**src/pkg/fault_bank_consts.svh**
```systemverilog
// constants for the channel fault status register bank
// assumes 8-bit register offsets with the global base taken as zero
`ifndef FAULT_BANK_CONSTS_SVH
`define FAULT_BANK_CONSTS_SVH
`define BASE_ADDR          8'h00
`define OFS_OL_ON_EN       8'h0E
`define OFS_OVL_CLEAR      8'h0F
`define OFS_STATUS0        8'h10
`define OFS_OVL_FLAGS      8'h12
`define OFS_OL_OFF_FLAGS   8'h13
`define OFS_OL_ON_FLAGS    8'h14
`define OFS_SHORT_FLAGS    8'h15
`define STATUS0_ON_ERR_BIT 1
`define STATUS0_OFF_ERR_BIT 0
`define FLAGS_RESET        8'h00
`endif

```
**src/pkg/fault_bank_pkg.sv**
```systemverilog
// types for the channel fault status register bank
// assumes eight channels, one flag bit per channel
package fault_bank_pkg;
    typedef logic [7:0] chan_t;
    // raw fault inputs from the detection circuits
    typedef struct packed {
        chan_t overload;
        chan_t open_off;
        chan_t open_on;
        chan_t short_gb;
    } fault_in_s;
    // register access request
    typedef struct packed {
        logic       rd;
        logic       wr;
        logic [7:0] addr;
        logic [7:0] wdata;
    } reg_req_s;
endpackage : fault_bank_pkg

```
**src/hdl/flag_latch.sv**
```systemverilog
// one bank of per-channel sticky fault flags
// assumes synchronous fault inputs and one-cycle clear strobes
`timescale 1ns/1ps
module flag_latch #(
    parameter int WIDTH = 8
) (
    // clock and reset
    input  wire logic             core_clk,
    input  wire logic             rstn,
    input  wire logic             clk_en,
    // events and clears
    input  wire logic [WIDTH-1:0] fault,
    input  wire logic [WIDTH-1:0] clear,
    // latched flags
    output logic      [WIDTH-1:0] flags
);
    logic [WIDTH-1:0] flags_r;
    logic [WIDTH-1:0] flags_nxt;

    // per bit: a fault sets, a clear drops, a live fault wins over clear
    for (genvar i = 0; i < WIDTH; i++) begin : g_bit
        always_comb begin
            flags_nxt[i] = (flags_r[i] & ~clear[i]) | fault[i];
        end
    end

    // register the flags
    always_ff @(posedge core_clk) begin
        if (!rstn) begin
            flags_r <= '0;
        end else if (clk_en) begin
            flags_r <= flags_nxt;
        end
    end

    assign flags = flags_r;
endmodule : flag_latch

```
**src/hdl/fault_status_bank.sv**
```systemverilog
// channel fault status register bank with status summary
// assumes a decoded register port already extracted from the serial frame
// a read answers one cycle later; writes have no answer
// all state freezes while clk_en is low, except for reset
`timescale 1ns/1ps
`include "fault_bank_consts.svh"
module fault_status_bank (
    // clock, reset, enable
    input  wire logic                       core_clk,
    input  wire logic                       rstn,
    input  wire logic                       clk_en,
    // detection inputs and driver state
    input  wire fault_bank_pkg::fault_in_s  fault_in,
    input  wire fault_bank_pkg::chan_t      driver_on,
    // register port
    input  wire fault_bank_pkg::reg_req_s   req,
    output logic [7:0]                      rdata,
    output logic                            rvalid,
    // direct views
    output logic                            any_overload,
    output fault_bank_pkg::chan_t           ol_on_enable
);
    // latched flag banks
    fault_bank_pkg::chan_t      ovl_flags;
    fault_bank_pkg::chan_t      off_flags;
    fault_bank_pkg::chan_t      on_flags;
    fault_bank_pkg::chan_t      sh_flags;

    // per-channel set terms, qualified by driver state except for overload
    wire fault_bank_pkg::chan_t ovl_set;
    wire fault_bank_pkg::chan_t off_set;
    wire fault_bank_pkg::chan_t on_set;
    wire fault_bank_pkg::chan_t sh_set;

    // per-channel clear strobes
    wire fault_bank_pkg::chan_t ovl_clr;
    wire fault_bank_pkg::chan_t off_clr;
    wire fault_bank_pkg::chan_t on_clr;
    wire fault_bank_pkg::chan_t sh_clr;

    // on-state open-load enable register
    fault_bank_pkg::chan_t      en_r;
    fault_bank_pkg::chan_t      en_nxt;

    // read answer registers
    logic [7:0]                 rdata_r;
    logic [7:0]                 rdata_nxt;
    logic                       rvalid_r;
    logic                       rvalid_nxt;

    // overload summary register
    logic                       sum_r;
    logic                       sum_nxt;

    // address decode results
    logic                       hit_ovl;
    logic                       hit_off;
    logic                       hit_on;
    logic                       hit_sh;
    logic                       hit_en;
    logic                       hit_clr;
    logic                       hit_sta;

    // decode at offsets from a zero base
    always_comb begin
        hit_ovl = (req.addr == (`BASE_ADDR + `OFS_OVL_FLAGS));
        hit_off = (req.addr == (`BASE_ADDR + `OFS_OL_OFF_FLAGS));
        hit_on  = (req.addr == (`BASE_ADDR + `OFS_OL_ON_FLAGS));
        hit_sh  = (req.addr == (`BASE_ADDR + `OFS_SHORT_FLAGS));
        hit_en  = (req.addr == (`BASE_ADDR + `OFS_OL_ON_EN));
        hit_clr = (req.addr == (`BASE_ADDR + `OFS_OVL_CLEAR));
        hit_sta = (req.addr == (`BASE_ADDR + `OFS_STATUS0));
    end

    // per channel: which faults may latch and which bits a request clears
    // the set terms stay levels, so a fault still present keeps its flag
    for (genvar ch = 0; ch < 8; ch++) begin : g_chan
        // overload latches whatever the driver state
        assign ovl_set[ch] = fault_in.overload[ch];
        // off-state checks count only while the driver is off
        assign off_set[ch] = fault_in.open_off[ch] & ~driver_on[ch];
        assign sh_set[ch]  = fault_in.short_gb[ch] & ~driver_on[ch];
        // on-state open load needs the driver on and its enable bit set
        assign on_set[ch]  = fault_in.open_on[ch] & driver_on[ch] & en_r[ch];
        // write-one clear for overload, whole-register read clear for the rest
        assign ovl_clr[ch] = req.wr & hit_clr & req.wdata[ch];
        assign off_clr[ch] = req.rd & hit_off;
        assign on_clr[ch]  = req.rd & hit_on;
        assign sh_clr[ch]  = req.rd & hit_sh;
    end

    // every bank lets a set win over a clear in the same cycle, so a read
    // that meets a fresh fault never drops it
    // overload/heat flags latch in any driver state
    // only the write-one strobe clears them; a read leaves them standing
    flag_latch #(
        .WIDTH      (8)
    ) u_ovl (
        .core_clk   (core_clk),
        .rstn       (rstn),
        .clk_en     (clk_en),
        .fault      (ovl_set),
        .clear      (ovl_clr),
        .flags      (ovl_flags)
    );

    // open load while off: latched only with the driver off
    // a read clears the whole register
    flag_latch #(
        .WIDTH      (8)
    ) u_off (
        .core_clk   (core_clk),
        .rstn       (rstn),
        .clk_en     (clk_en),
        .fault      (off_set),
        .clear      (off_clr),
        .flags      (off_flags)
    );

    // open load while on: needs the driver on and its enable bit
    // a read clears the whole register
    flag_latch #(
        .WIDTH      (8)
    ) u_on (
        .core_clk   (core_clk),
        .rstn       (rstn),
        .clk_en     (clk_en),
        .fault      (on_set),
        .clear      (on_clr),
        .flags      (on_flags)
    );

    // short to ground or battery, checked with the driver off
    // a read clears the whole register
    flag_latch #(
        .WIDTH      (8)
    ) u_sh (
        .core_clk   (core_clk),
        .rstn       (rstn),
        .clk_en     (clk_en),
        .fault      (sh_set),
        .clear      (sh_clr),
        .flags      (sh_flags)
    );

    // enable register: plain read/write, changes only on a taken write
    always_comb begin
        en_nxt = en_r;
        if (req.wr && hit_en) begin
            en_nxt = req.wdata;
        end
    end

    // register the enable; reset is not gated by clk_en
    always_ff @(posedge core_clk) begin
        if (!rstn) begin
            en_r <= `FLAGS_RESET;
        end else if (clk_en) begin
            en_r <= en_nxt;
        end
    end

    // read answer: valid one cycle after a read, data zero when idle
    // status bit 1 mirrors any overload flag, bit 0 any off-state flag
    always_comb begin
        rvalid_nxt = req.rd;
        rdata_nxt  = 8'h00;
        if (req.rd) begin
            if (hit_ovl) begin
                rdata_nxt = ovl_flags;
            end else if (hit_off) begin
                rdata_nxt = off_flags;
            end else if (hit_on) begin
                rdata_nxt = on_flags;
            end else if (hit_sh) begin
                rdata_nxt = sh_flags;
            end else if (hit_en) begin
                rdata_nxt = en_r;
            end else if (hit_sta) begin
                rdata_nxt[`STATUS0_ON_ERR_BIT]  = |ovl_flags;
                rdata_nxt[`STATUS0_OFF_ERR_BIT] = |(off_flags | sh_flags);
            end else begin
                rdata_nxt = 8'h00; // unmapped offsets read as zero
            end
        end
    end

    // register the answer; a frozen clock holds it
    always_ff @(posedge core_clk) begin
        if (!rstn) begin
            rdata_r  <= `FLAGS_RESET;
            rvalid_r <= 1'b0;
        end else if (clk_en) begin
            rdata_r  <= rdata_nxt;
            rvalid_r <= rvalid_nxt;
        end
    end

    // overload summary: any latched overload flag
    // the summary trails the flags by one cycle
    always_comb begin
        sum_nxt = |ovl_flags;
    end

    // register the summary; reset is not gated by clk_en
    always_ff @(posedge core_clk) begin
        if (!rstn) begin
            sum_r <= 1'b0;
        end else if (clk_en) begin
            sum_r <= sum_nxt;
        end
    end

    // outputs straight from their registers
    assign rdata        = rdata_r;
    assign rvalid       = rvalid_r;
    assign any_overload = sum_r;
    assign ol_on_enable = en_r;
endmodule : fault_status_bank

```
**config.mk**
```make
export PLATFORM = sky130hd
export DESIGN_NAME = fault_status_bank
export DESIGN_NICKNAME = d
export VERILOG_FILES = /design/src/pkg/fault_bank_pkg.sv /design/src/hdl/flag_latch.sv /design/src/hdl/fault_status_bank.sv
export VERILOG_INCLUDE_DIRS = /design/src /design/src/pkg
export SDC_FILE = /design/constraint.sdc
export NUM_CORES = 1
export LEC_CHECK = 0
export BUFFER_PORTS_ARGS = -buffer_cell sky130_fd_sc_hd__buf_2
export CAP_MARGIN = 20
export CELL_PAD_IN_SITES_DETAIL_PLACEMENT = 0
export CELL_PAD_IN_SITES_GLOBAL_PLACEMENT = 1
export CORE_UTILIZATION = 34
export DETAILED_ROUTE_END_ITERATION = 10
export GPL_TIMING_DRIVEN = 0
export PLACE_DENSITY = 0.77
export SETUP_SLACK_MARGIN = 0.02
export SYNTH_ARGS = -nofsm -noshare
export SYNTH_HDL_FRONTEND = slang
export SYNTH_SLANG_ARGS = --single-unit
```
**constraint.sdc**
```tcl
create_clock -name core_clk -period 1.8 [get_ports core_clk]
set_input_delay 0.36 -clock core_clk [delete_from_list [all_inputs] [get_ports core_clk]]
set_output_delay 0.36 -clock core_clk [all_outputs]
set_load 0.02 [all_outputs]
```
# Yosys cells after proc, flatten, opt, wreduce, memory -nomap -nowiden
# Cells that the tools add are included.
# classes
eq_ne,7
n_mux,7
bitwise_logic,128
reduce_logical,4
# op_table
cell,count
bitwise AND 1 bit,76
two-way mux 8 bit,6
"== test 8 x 5 -> 1 bit, second input constant",5
OR 1 bit,32
NOT 1 bit,19
"== test 8 x 4 -> 1 bit, second input constant",2
OR reduction 8 bit,2
OR 8 bit,1
two-way mux 2 bit,1
AND reduction 2 bit,1
logical AND 1 bit,1
# word_totals
register_bits,50
input_bits,61
output_inout_bits,18

# Depth between registers and ports, before layout
# Gate-level depths: netlist of run 1.
# logic_depth
depth_word,9
mapped_depth,6

# By module
# A second synthesis of run 1 with hierarchy kept.
# hier_totals
hier_cells,315
area_unflattened_um2,2854.0
# modules_own_cells
module,n_inst,cells_each,area_each_um2
fault_status_bank,1,179,1492.7
flag_latch,4,34,340.3

# Worst setup path before layout of run 1
# No wires, ideal clock.
# synth_path
path_kind,input-to-reg
from,in req[13] (netlist bit)
to,"reg u_ovl.flags_r[0], in the netlist u_ovl.flags[0]"
arrival_ns,1.735
required_ns,1.683
path_slack_ns,-0.053
stages,6
path_buffers,2
cell_sequence,or3_4 -> buf_6 -> or4b_1 -> buf_4 -> o21ai_2 -> a21boi_1
# synth_between
elab_chain_len,6
# synth_lines
item,line_no,rtl
from (decl),fault_status_bank.sv:16,"input wire fault_bank_pkg::reg_req_s req,"
== test 8 x 4 -> 1 bit,fault_status_bank.sv:71,hit_clr = (req.addr == (`BASE_ADDR + `OFS_OVL_CLEAR));
bitwise AND 1 bit (2 in series),fault_status_bank.sv:86,assign ovl_clr[ch] = req.wr & hit_clr & req.wdata[ch];
NOT 1 bit,flag_latch.sv:23,flags_nxt[i] = (flags_r[i] & ~clear[i]) | fault[i];
bitwise AND 1 bit,flag_latch.sv:23,
OR 1 bit,flag_latch.sv:23,
to (signal assigned),flag_latch.sv:32,flags_r <= flags_nxt;
to (decl),flag_latch.sv:17,logic [WIDTH-1:0] flags_r;
# Every way passes these cells.
# A chain may end at the register's enable or synchronous reset.

# Worst setup path in the final report of run 1
# layout_path
from,in req[14] (netlist bit)
to,"reg u_ovl.flags_r[3], in the netlist u_ovl.flags[3]"
# The elaborated chain is that of the path after synthesis.

==> flow_metrics.py, run 1 <==
metrics = {
    "die": {
        "rows": 31,
        "coreArea_um2": 7250,
        "die_h_um": 88.9,
        "ios": 79,
        "initial_core_util_pct": 35.4,
        "dieArea_um2": 7900,
        "die_w_um": 88.9,
    },
    "setup_path": {
        "crit_fanout": 10,
        "cpPeakStageDelay_ns": 0.52,
        "cp_slowest_cell": "or4b_1",
        "crit_arrival_ns": 1.90,
        "critPathRequiredTime_ns": 2.00,
        "rr_worst_depth": 4,
        "crit_buf_inv": 3,
        "worstSetupStartpointType": "input port",
        "crit_top_cell": "buf_6",
        "end_kind": "flip-flop",
        "path_cells": "buf_2 > or3_4 > buf_6 > or4b_1 > buf_6 > o21ai_2 > a21boi_1",
        "crit_family": "simple AND/OR/NAND/NOR gates",
        "r2r_slack_ns": 0.29,
        "crit_type": "in -> reg",
        "path_depth": 7,
    },
    "global_routing": {
        "grt_max_degree": 16,
        "grt_pass1_vias": 2363,
        "grt_pass1_wl_mm": 12.2,
        "overflow": 0,
        "gr-usage-all-layers_pct": 21.2,
        "antenna_found_initial": 0,
    },
    "drt": {
        "wl_mm": 8.11,
        "ant_nets": 0,
        "drtIter0Drc": 120,
        "wire_per_inst_um": 16.9,
        "dr.pass1.iters": 4,
        "via_per_inst": 5.39,
        "num_vias": 2582,
        "drc_errors": 0,
    },
    "cells_and_area": {
        "ff_latch_area_um2": 1000,
        "drive_gt1_share_pct": 28.9,
        "finalNonFillerCells": 479,
        "syn_to_final_growth_pct": 26.5,
        "n_fill_cell": 748,
        "num_antenna_cells": 0,
        "multi_input_area_um2": 1450,
        "nets": 440,
    },
    "timing": {
        "rsz0062_at_grt": "no",
        "finClkSkew_ns": 0.00803,
        "worst_slew_pin_slew_ns": 0.636,
        "maxClockFrequency_mhz": 591,
        "drv_slew": 0,
        "fin_setup_tns_ns": 0,
        "holdWs_ns": 0.285,
        "hold_viol_final": 0,
        "maxSlewHeadroom_pct": 57.6,
        "setup_viol": 0,
        "period_share_pct": 94.1,
        "min_period_ns": 1.69,
    },
    "cts": {
        "cts_buffers": 5,
        "clk_pin_slew_ns": 0.10,
        "insertion_delay_ns": 0.31,
        "cts.sinks": 50,
        "cts_buffer_depth": 2,
        "ctsHoldBuffers": 0,
        "cts_tree": "built",
        "htree_num_levels": 2,
        "cts_root_buf": "clkbuf_8",
    },
    "hold_path": {
        "hold_path.class": "in -> reg",
        "hold_path_depth": 3,
    },
    "synthesis": {
        "synth.cell_area_um2": 2560,
        "synth-edff-count": 0,
        "yosysSeqAreaShare_pct": 39.0,
        "synth_nets": 350,
        "synth_cell_type_count": 40,
        "ys.flop_type": "dfxtp_1",
        "ys_warn_count": 0,
        "ys_ff_latch": 50,
        "syn_inst": 289,
        "post_synth.cell_area_avg_um2": 8.88,
        "async_flop_share_pct": 0,
    },
    "pwr": {
        "ir_drop_v": 0.000274,
        "p_leak_nw": 1.24,
        "totalPowerFinal_mw": 2.27,
        "power.density_nw_per_um2": 700,
    },
    "placed_design": {
        "gp_congestion": 0.934,
        "port-buffer-count": 78,
        "place_inst": 466,
        "dp.final_hpwl_mm": 6.10,
    },
    "status": {
        "status": "complete, no violations",
    },
    "flow_run": {
        "drv_cap": 0,
    },
}
cells by family after synthesis:
| kind of cell | after synthesis | synth area share, % |
|---|---|---|
| buf+inv | 29 | 4.73 |
| simple gates | 124 | 30.6 |
| mux | 8 | 3.12 |
| compound gates | 78 | 22.5 |
| flops | 50 | 39.0 |
worst paths after layout:
path                                               endpoint                         from
worst max-delay path            u_ovl.flags[3]$_SDFFE_PN0P_                      req[14]
worst min-delay path            u_ovl.flags[4]$_SDFFE_PN0P_                 fault_in[28]
worst max register to register        rdata[1]$_SDFFE_PN0P_  u_ovl.flags[4]$_SDFFE_PN0P_
worst min register to register        rdata[5]$_SDFFE_PN0P_        rdata[5]$_SDFFE_PN0P_
state kept, by name (all words and copies together) (netlist names):
register,count
ol_on_enable,8
rvalid,1
any_overload,1
u_sh.flags,8
u_ovl.flags,8
u_on.flags,8
u_off.flags,8
rdata,8
worst min-delay path: cells and delay by family:
family / cells / cell delay [ns]
compound gates: 1 / 0.05
buf+inv: 1 / 0.10
simple gates: 1 / 0.05
cells in the final DEF, fill, tap and decap left out, types with 4 or more instances in the layout:
| master | instances |
|---|---|
| a21boi_1 | 8 |
| nor4_1 | 7 |
| o21ai_0 | 8 |
| nand2_1 | 27 |
| buf_2 | 79 |
| a21boi_0 | 9 |
| a311oi_1 | 6 |
| a221oi_1 | 7 |
| nor2b_1 | 37 |
| buf_4 | 6 |
| clkbuf_1 | 11 |
| o21ai_1 | 6 |
| nand4_1 | 14 |
| clkbuf_8 | 5 |
| inv_1 | 11 |
| o21ai_2 | 8 |
| or4bb_1 | 8 |
| a22oi_1 | 16 |
| mux2i_1 | 8 |
| nand3b_1 | 9 |
| dfxtp_1 | 50 |
| nand3_1 | 4 |
report_power, final:
group	total (mW)	switching, mW	internal [mW]
clock network	0.801	0.391	0.410
registers	1.17	0.0308	1.14
logic	0.300	0.164	0.137
total	2.27	0.586	1.69
synth_stat cells, types with 3 or more instances:
master    instances  area (um^2)
o21ai_1           6         30.0
a21boi_0          9         67.6
mux2i_1           8         80.1
nor2b_1          37          231
o21ai_0           8         40.0
a311oi_1          6         52.6
or4bb_1           8         90.1
nand4_1          14         87.6
a22oi_1          16          120
nand2_1          27          101
nand3b_1          9         67.6
nor4_1            7         43.8
dfxtp_1          50         1000
a21boi_1          8         60.1
clkbuf_1         14         52.6
o21ai_2           8         70.1
inv_1            11         41.3
and2_1            3         18.8
nand2b_1          3         18.8
a221oi_1          7         61.3
nand3_1           4         20.0
timing repair:
| action | in CTS | in global routing |
|---|---|---|
| setup endpoints to repair | 31 | 23 |
| resized for setup | 2 | 4 |
| setup buffers | 3 | 3 |
| pin swaps | 3 | 2 |
metal layers:
| layer | vias to the layer above | part of all wire, % | GRT usage (%) |
|---|---|---|---|
| li1 | 1252 | - | - |
| met1 | 1204 | 45 | 28.0 |
| met2 | 111 | 46 | 33.9 |
| met3 | 15 | 6.9 | 4.10 |
| met4 | 0 | 2.2 | 8.50 |
| met5 | - | 0 | 0 |
final cells by class:
| cell class | instances | share of cell area, % |
|---|---|---|
| buffer | 17 | 2.54 |
| clock buffer | 5 | 2.12 |
| clock inverter | 3 | 1.23 |
| inverter | 11 | 1.27 |
| multi-input combinational | 210 | 44.8 |
| sequential | 50 | 30.8 |
| tap | 99 | 3.82 |
| timing repair buffer | 84 | 13.4 |
stage by stage:
step | util, % | cell area (um^2) | setup WS, ns
final | 44.7 | 3250 | 0.107
after global routing | 44.7 | 3250 | 0.0636
after CTS | 44.5 | 3220 | 0.0279
after global placement | 42.5 | 3080 | -0.412
after detailed placement | 42.5 | 3080 | -0.437
after floorplan | - | 2570 | -0.0288
Power figures use the tool's default switching activity.
==> run 2, diff against run 1 <==
--- a/config.mk
+++ b/config.mk
@@ -11,9 +11,11 @@
 export CELL_PAD_IN_SITES_DETAIL_PLACEMENT = 0
 export CELL_PAD_IN_SITES_GLOBAL_PLACEMENT = 1
 export CORE_UTILIZATION = 34
+export CTS_CLUSTER_DIAMETER = 150
 export DETAILED_ROUTE_END_ITERATION = 10
 export GPL_TIMING_DRIVEN = 0
 export PLACE_DENSITY = 0.77
+export REMOVE_ABC_BUFFERS = 1
 export SETUP_SLACK_MARGIN = 0.02
 export SYNTH_ARGS = -nofsm -noshare
 export SYNTH_HDL_FRONTEND = slang
==> run 2 against run 1 <==
Wire length is 12% lower. Count of clock-buffer cells in the layout stayed put. Fmax is 4.3% higher. Cell area is 2.4% lower. First-iteration DRC count is 9.2% higher. Die area stayed put. Sequential power hardly changed. Cell count is 3.8% lower. Register-to-register slack better by 0.06 ns. Via count is 6.9% lower. Worst hold slack better by 0.0037 ns. Critical path type unchanged. Largest power group unchanged.
==> flow_metrics.py, run 2 (same netlist as run 1, synthesis figures left out) <==
metrics = {
    "setup_path": {
        "critPathRequiredTime_ns": 2.01,
        "crit_family": "simple AND/OR/NAND/NOR gates",
        "r2r_end": "rdata[0]$_SDFFE_PN0P_",
        "crit_type": "in -> reg",
        "crit_arrival_ns": 1.83,
        "r2r_slack_ns": 0.35,
        "timing.rr.start": "u_sh.flags[3]$_SDFFE_PN0P_",
        "end_kind": "flip-flop",
        "cpPeakStageDelay_ns": 0.66,
        "worstSetupStartpointType": "input port",
        "crit_buf_inv": 1,
        "rr_worst_depth": 4,
        "crit_fanout": 11,
        "cp_slowest_cell": "or4b_4",
        "path_cells": "buf_2 > or3_4 > or4b_4 > o21ai_2 > a21boi_1",
    },
    "pwr": {
        "power.density_nw_per_um2": 711,
        "totalPowerFinal_mw": 2.25,
        "ir_drop_v": 0.000521,
        "p_leak_nw": 1.19,
    },
    "cells_and_area": {
        "layout_common_cells": "buf_2, dfxtp_1, nor2b_1",
        "syn_to_final_growth_pct": 23.5,
        "finalNonFillerCells": 461,
        "layout.cells.most_common": "buf_2",
        "ff_latch_area_um2": 1000,
        "design_area_um2": 3170,
        "multi_input_area_um2": 1460,
        "n_fill_cell": 768,
        "nets": 422,
        "num_antenna_cells": 0,
        "drive_gt1_share_pct": 29.0,
    },
    "cts": {
        "cts.sinks": 50,
        "cts_buffer_depth": 2,
        "cts_root_buf": "clkbuf_8",
        "cts_buffers": 5,
        "ctsHoldBuffers": 0,
        "cts_tree": "built",
        "clk_pin_slew_ns": 0.10,
        "insertion_delay_ns": 0.31,
        "htree_num_levels": 2,
    },
    "placed_design": {
        "place_inst": 448,
        "placed_cell_area_um2": 3000,
        "dp.final_hpwl_mm": 5.23,
        "place_ws_ns": -0.856,
        "gp_congestion": 0.842,
        "port-buffer-count": 78,
    },
    "drt": {
        "ant_nets": 0,
        "drc_errors": 0,
        "wl_mm": 7.12,
        "via_per_inst": 5.21,
        "dr.pass1.iters": 4,
        "drtIter0Drc": 131,
        "num_vias": 2403,
        "wire_per_inst_um": 15.4,
    },
    "timing": {
        "maxClockFrequency_mhz": 616,
        "setup_viol": 0,
        "worst_slew_pin_slew_ns": 0.674,
        "rsz0062_at_grt": "no",
        "finClkSkew_ns": 0.00690,
        "hold_viol_final": 0,
        "setup_ws_ns": 0.176,
        "min_period_ns": 1.62,
        "drv_slew": 0,
        "maxSlewHeadroom_pct": 54.9,
        "period_share_pct": 90.2,
    },
    "global_routing": {
        "grt_pass1_wl_mm": 11.1,
        "overflow": 0,
        "grt_pass1_vias": 2228,
        "gr-usage-all-layers_pct": 18.8,
        "antenna_found_initial": 0,
        "grt_max_degree": 49,
    },
    "hold_path": {
        "min_from": "fault_in[29]",
        "hold_end": "u_ovl.flags[5]$_SDFFE_PN0P_",
        "hold_path.class": "in -> reg",
        "hold_path_depth": 3,
    },
    "status": {
        "status": "complete, no violations",
    },
    "die": {
        "die_h_um": 88.9,
        "ios": 79,
        "dieArea_um2": 7900,
        "die_w_um": 88.9,
        "rows": 31,
        "initial_core_util_pct": 35.4,
        "coreArea_um2": 7250,
    },
    "flow_run": {
        "drv_cap": 0,
    },
}
run 2: layout make-up:
cell class,count,share of cell area (%)
multi-input combinational,210,46.0
timing repair buffer,83,13.6
tap,99,3.91
sequential,50,31.6
inverter,11,1.30
clock inverter,3,1.42
clock buffer,5,2.17
run 2: metrics by stage:
stage | hold WS (ns) | utilization (%) | setup TNS, ns
6_report | 0.289 | 43.7 | 0
5_1_grt | 0.281 | 43.7 | 0
4_1_cts | 0.291 | 43.6 | 0
3_5_place_dp | 0.442 | 41.3 | -28.21
3_3_place_gp | 0.441 | 41.3 | -27.68
2_1_floorplan | 0.436 | - | -0.532
run 2: worst reg2reg max path, stage by stage, from the launching register on:
cell,delay [ns]
dfxtp_1,0.35
nor4_1,0.35
nand4_1,0.14
a211oi_1,0.35
o22ai_1,0.14
run 2: how the worst max path moves through the flow:
stage / start / endpoint / slack (ns) / cells after the start
after floorplan: req[13] / u_ovl.flags[0]$_SDFFE_PN0P_ / -0.06 / 4
after global placement: req[13] / u_off.flags[6]$_SDFFE_PN0P_ / -0.84 / 5
after detailed placement: req[13] / u_off.flags[2]$_SDFFE_PN0P_ / -0.86 / 5
after CTS: req[13] / rdata[6]$_SDFFE_PN0P_ / 0.04 / 5
after global routing: req[13] / u_on.flags[6]$_SDFFE_PN0P_ / 0.02 / 5
final: req[13] / u_ovl.flags[1]$_SDFFE_PN0P_ / 0.18 / 5
run 2: repair_timing:
action	4_1_cts	5_1_grt
buffers inserted	5	0
endpoints found under the setup margin	48	7
gates resized for setup	3	1
pin swaps	3	0
run 2: where the power goes:
group / internal, mW / switching, mW / leakage, nW
clock network: 0.414 / 0.393 / 0.0504
logic: 0.129 / 0.145 / 0.732
registers: 1.14 / 0.0315 / 0.407
total: 1.68 / 0.570 / 1.19
run 2: layer usage:
layer,GRT usage [%],wire length (um),vias up
met5,0,0,-
met3,4.29,353,7
met1,24.9,3390,1111
met2,30.5,3310,69
li1,-,-,1216
met4,5.87,70,0
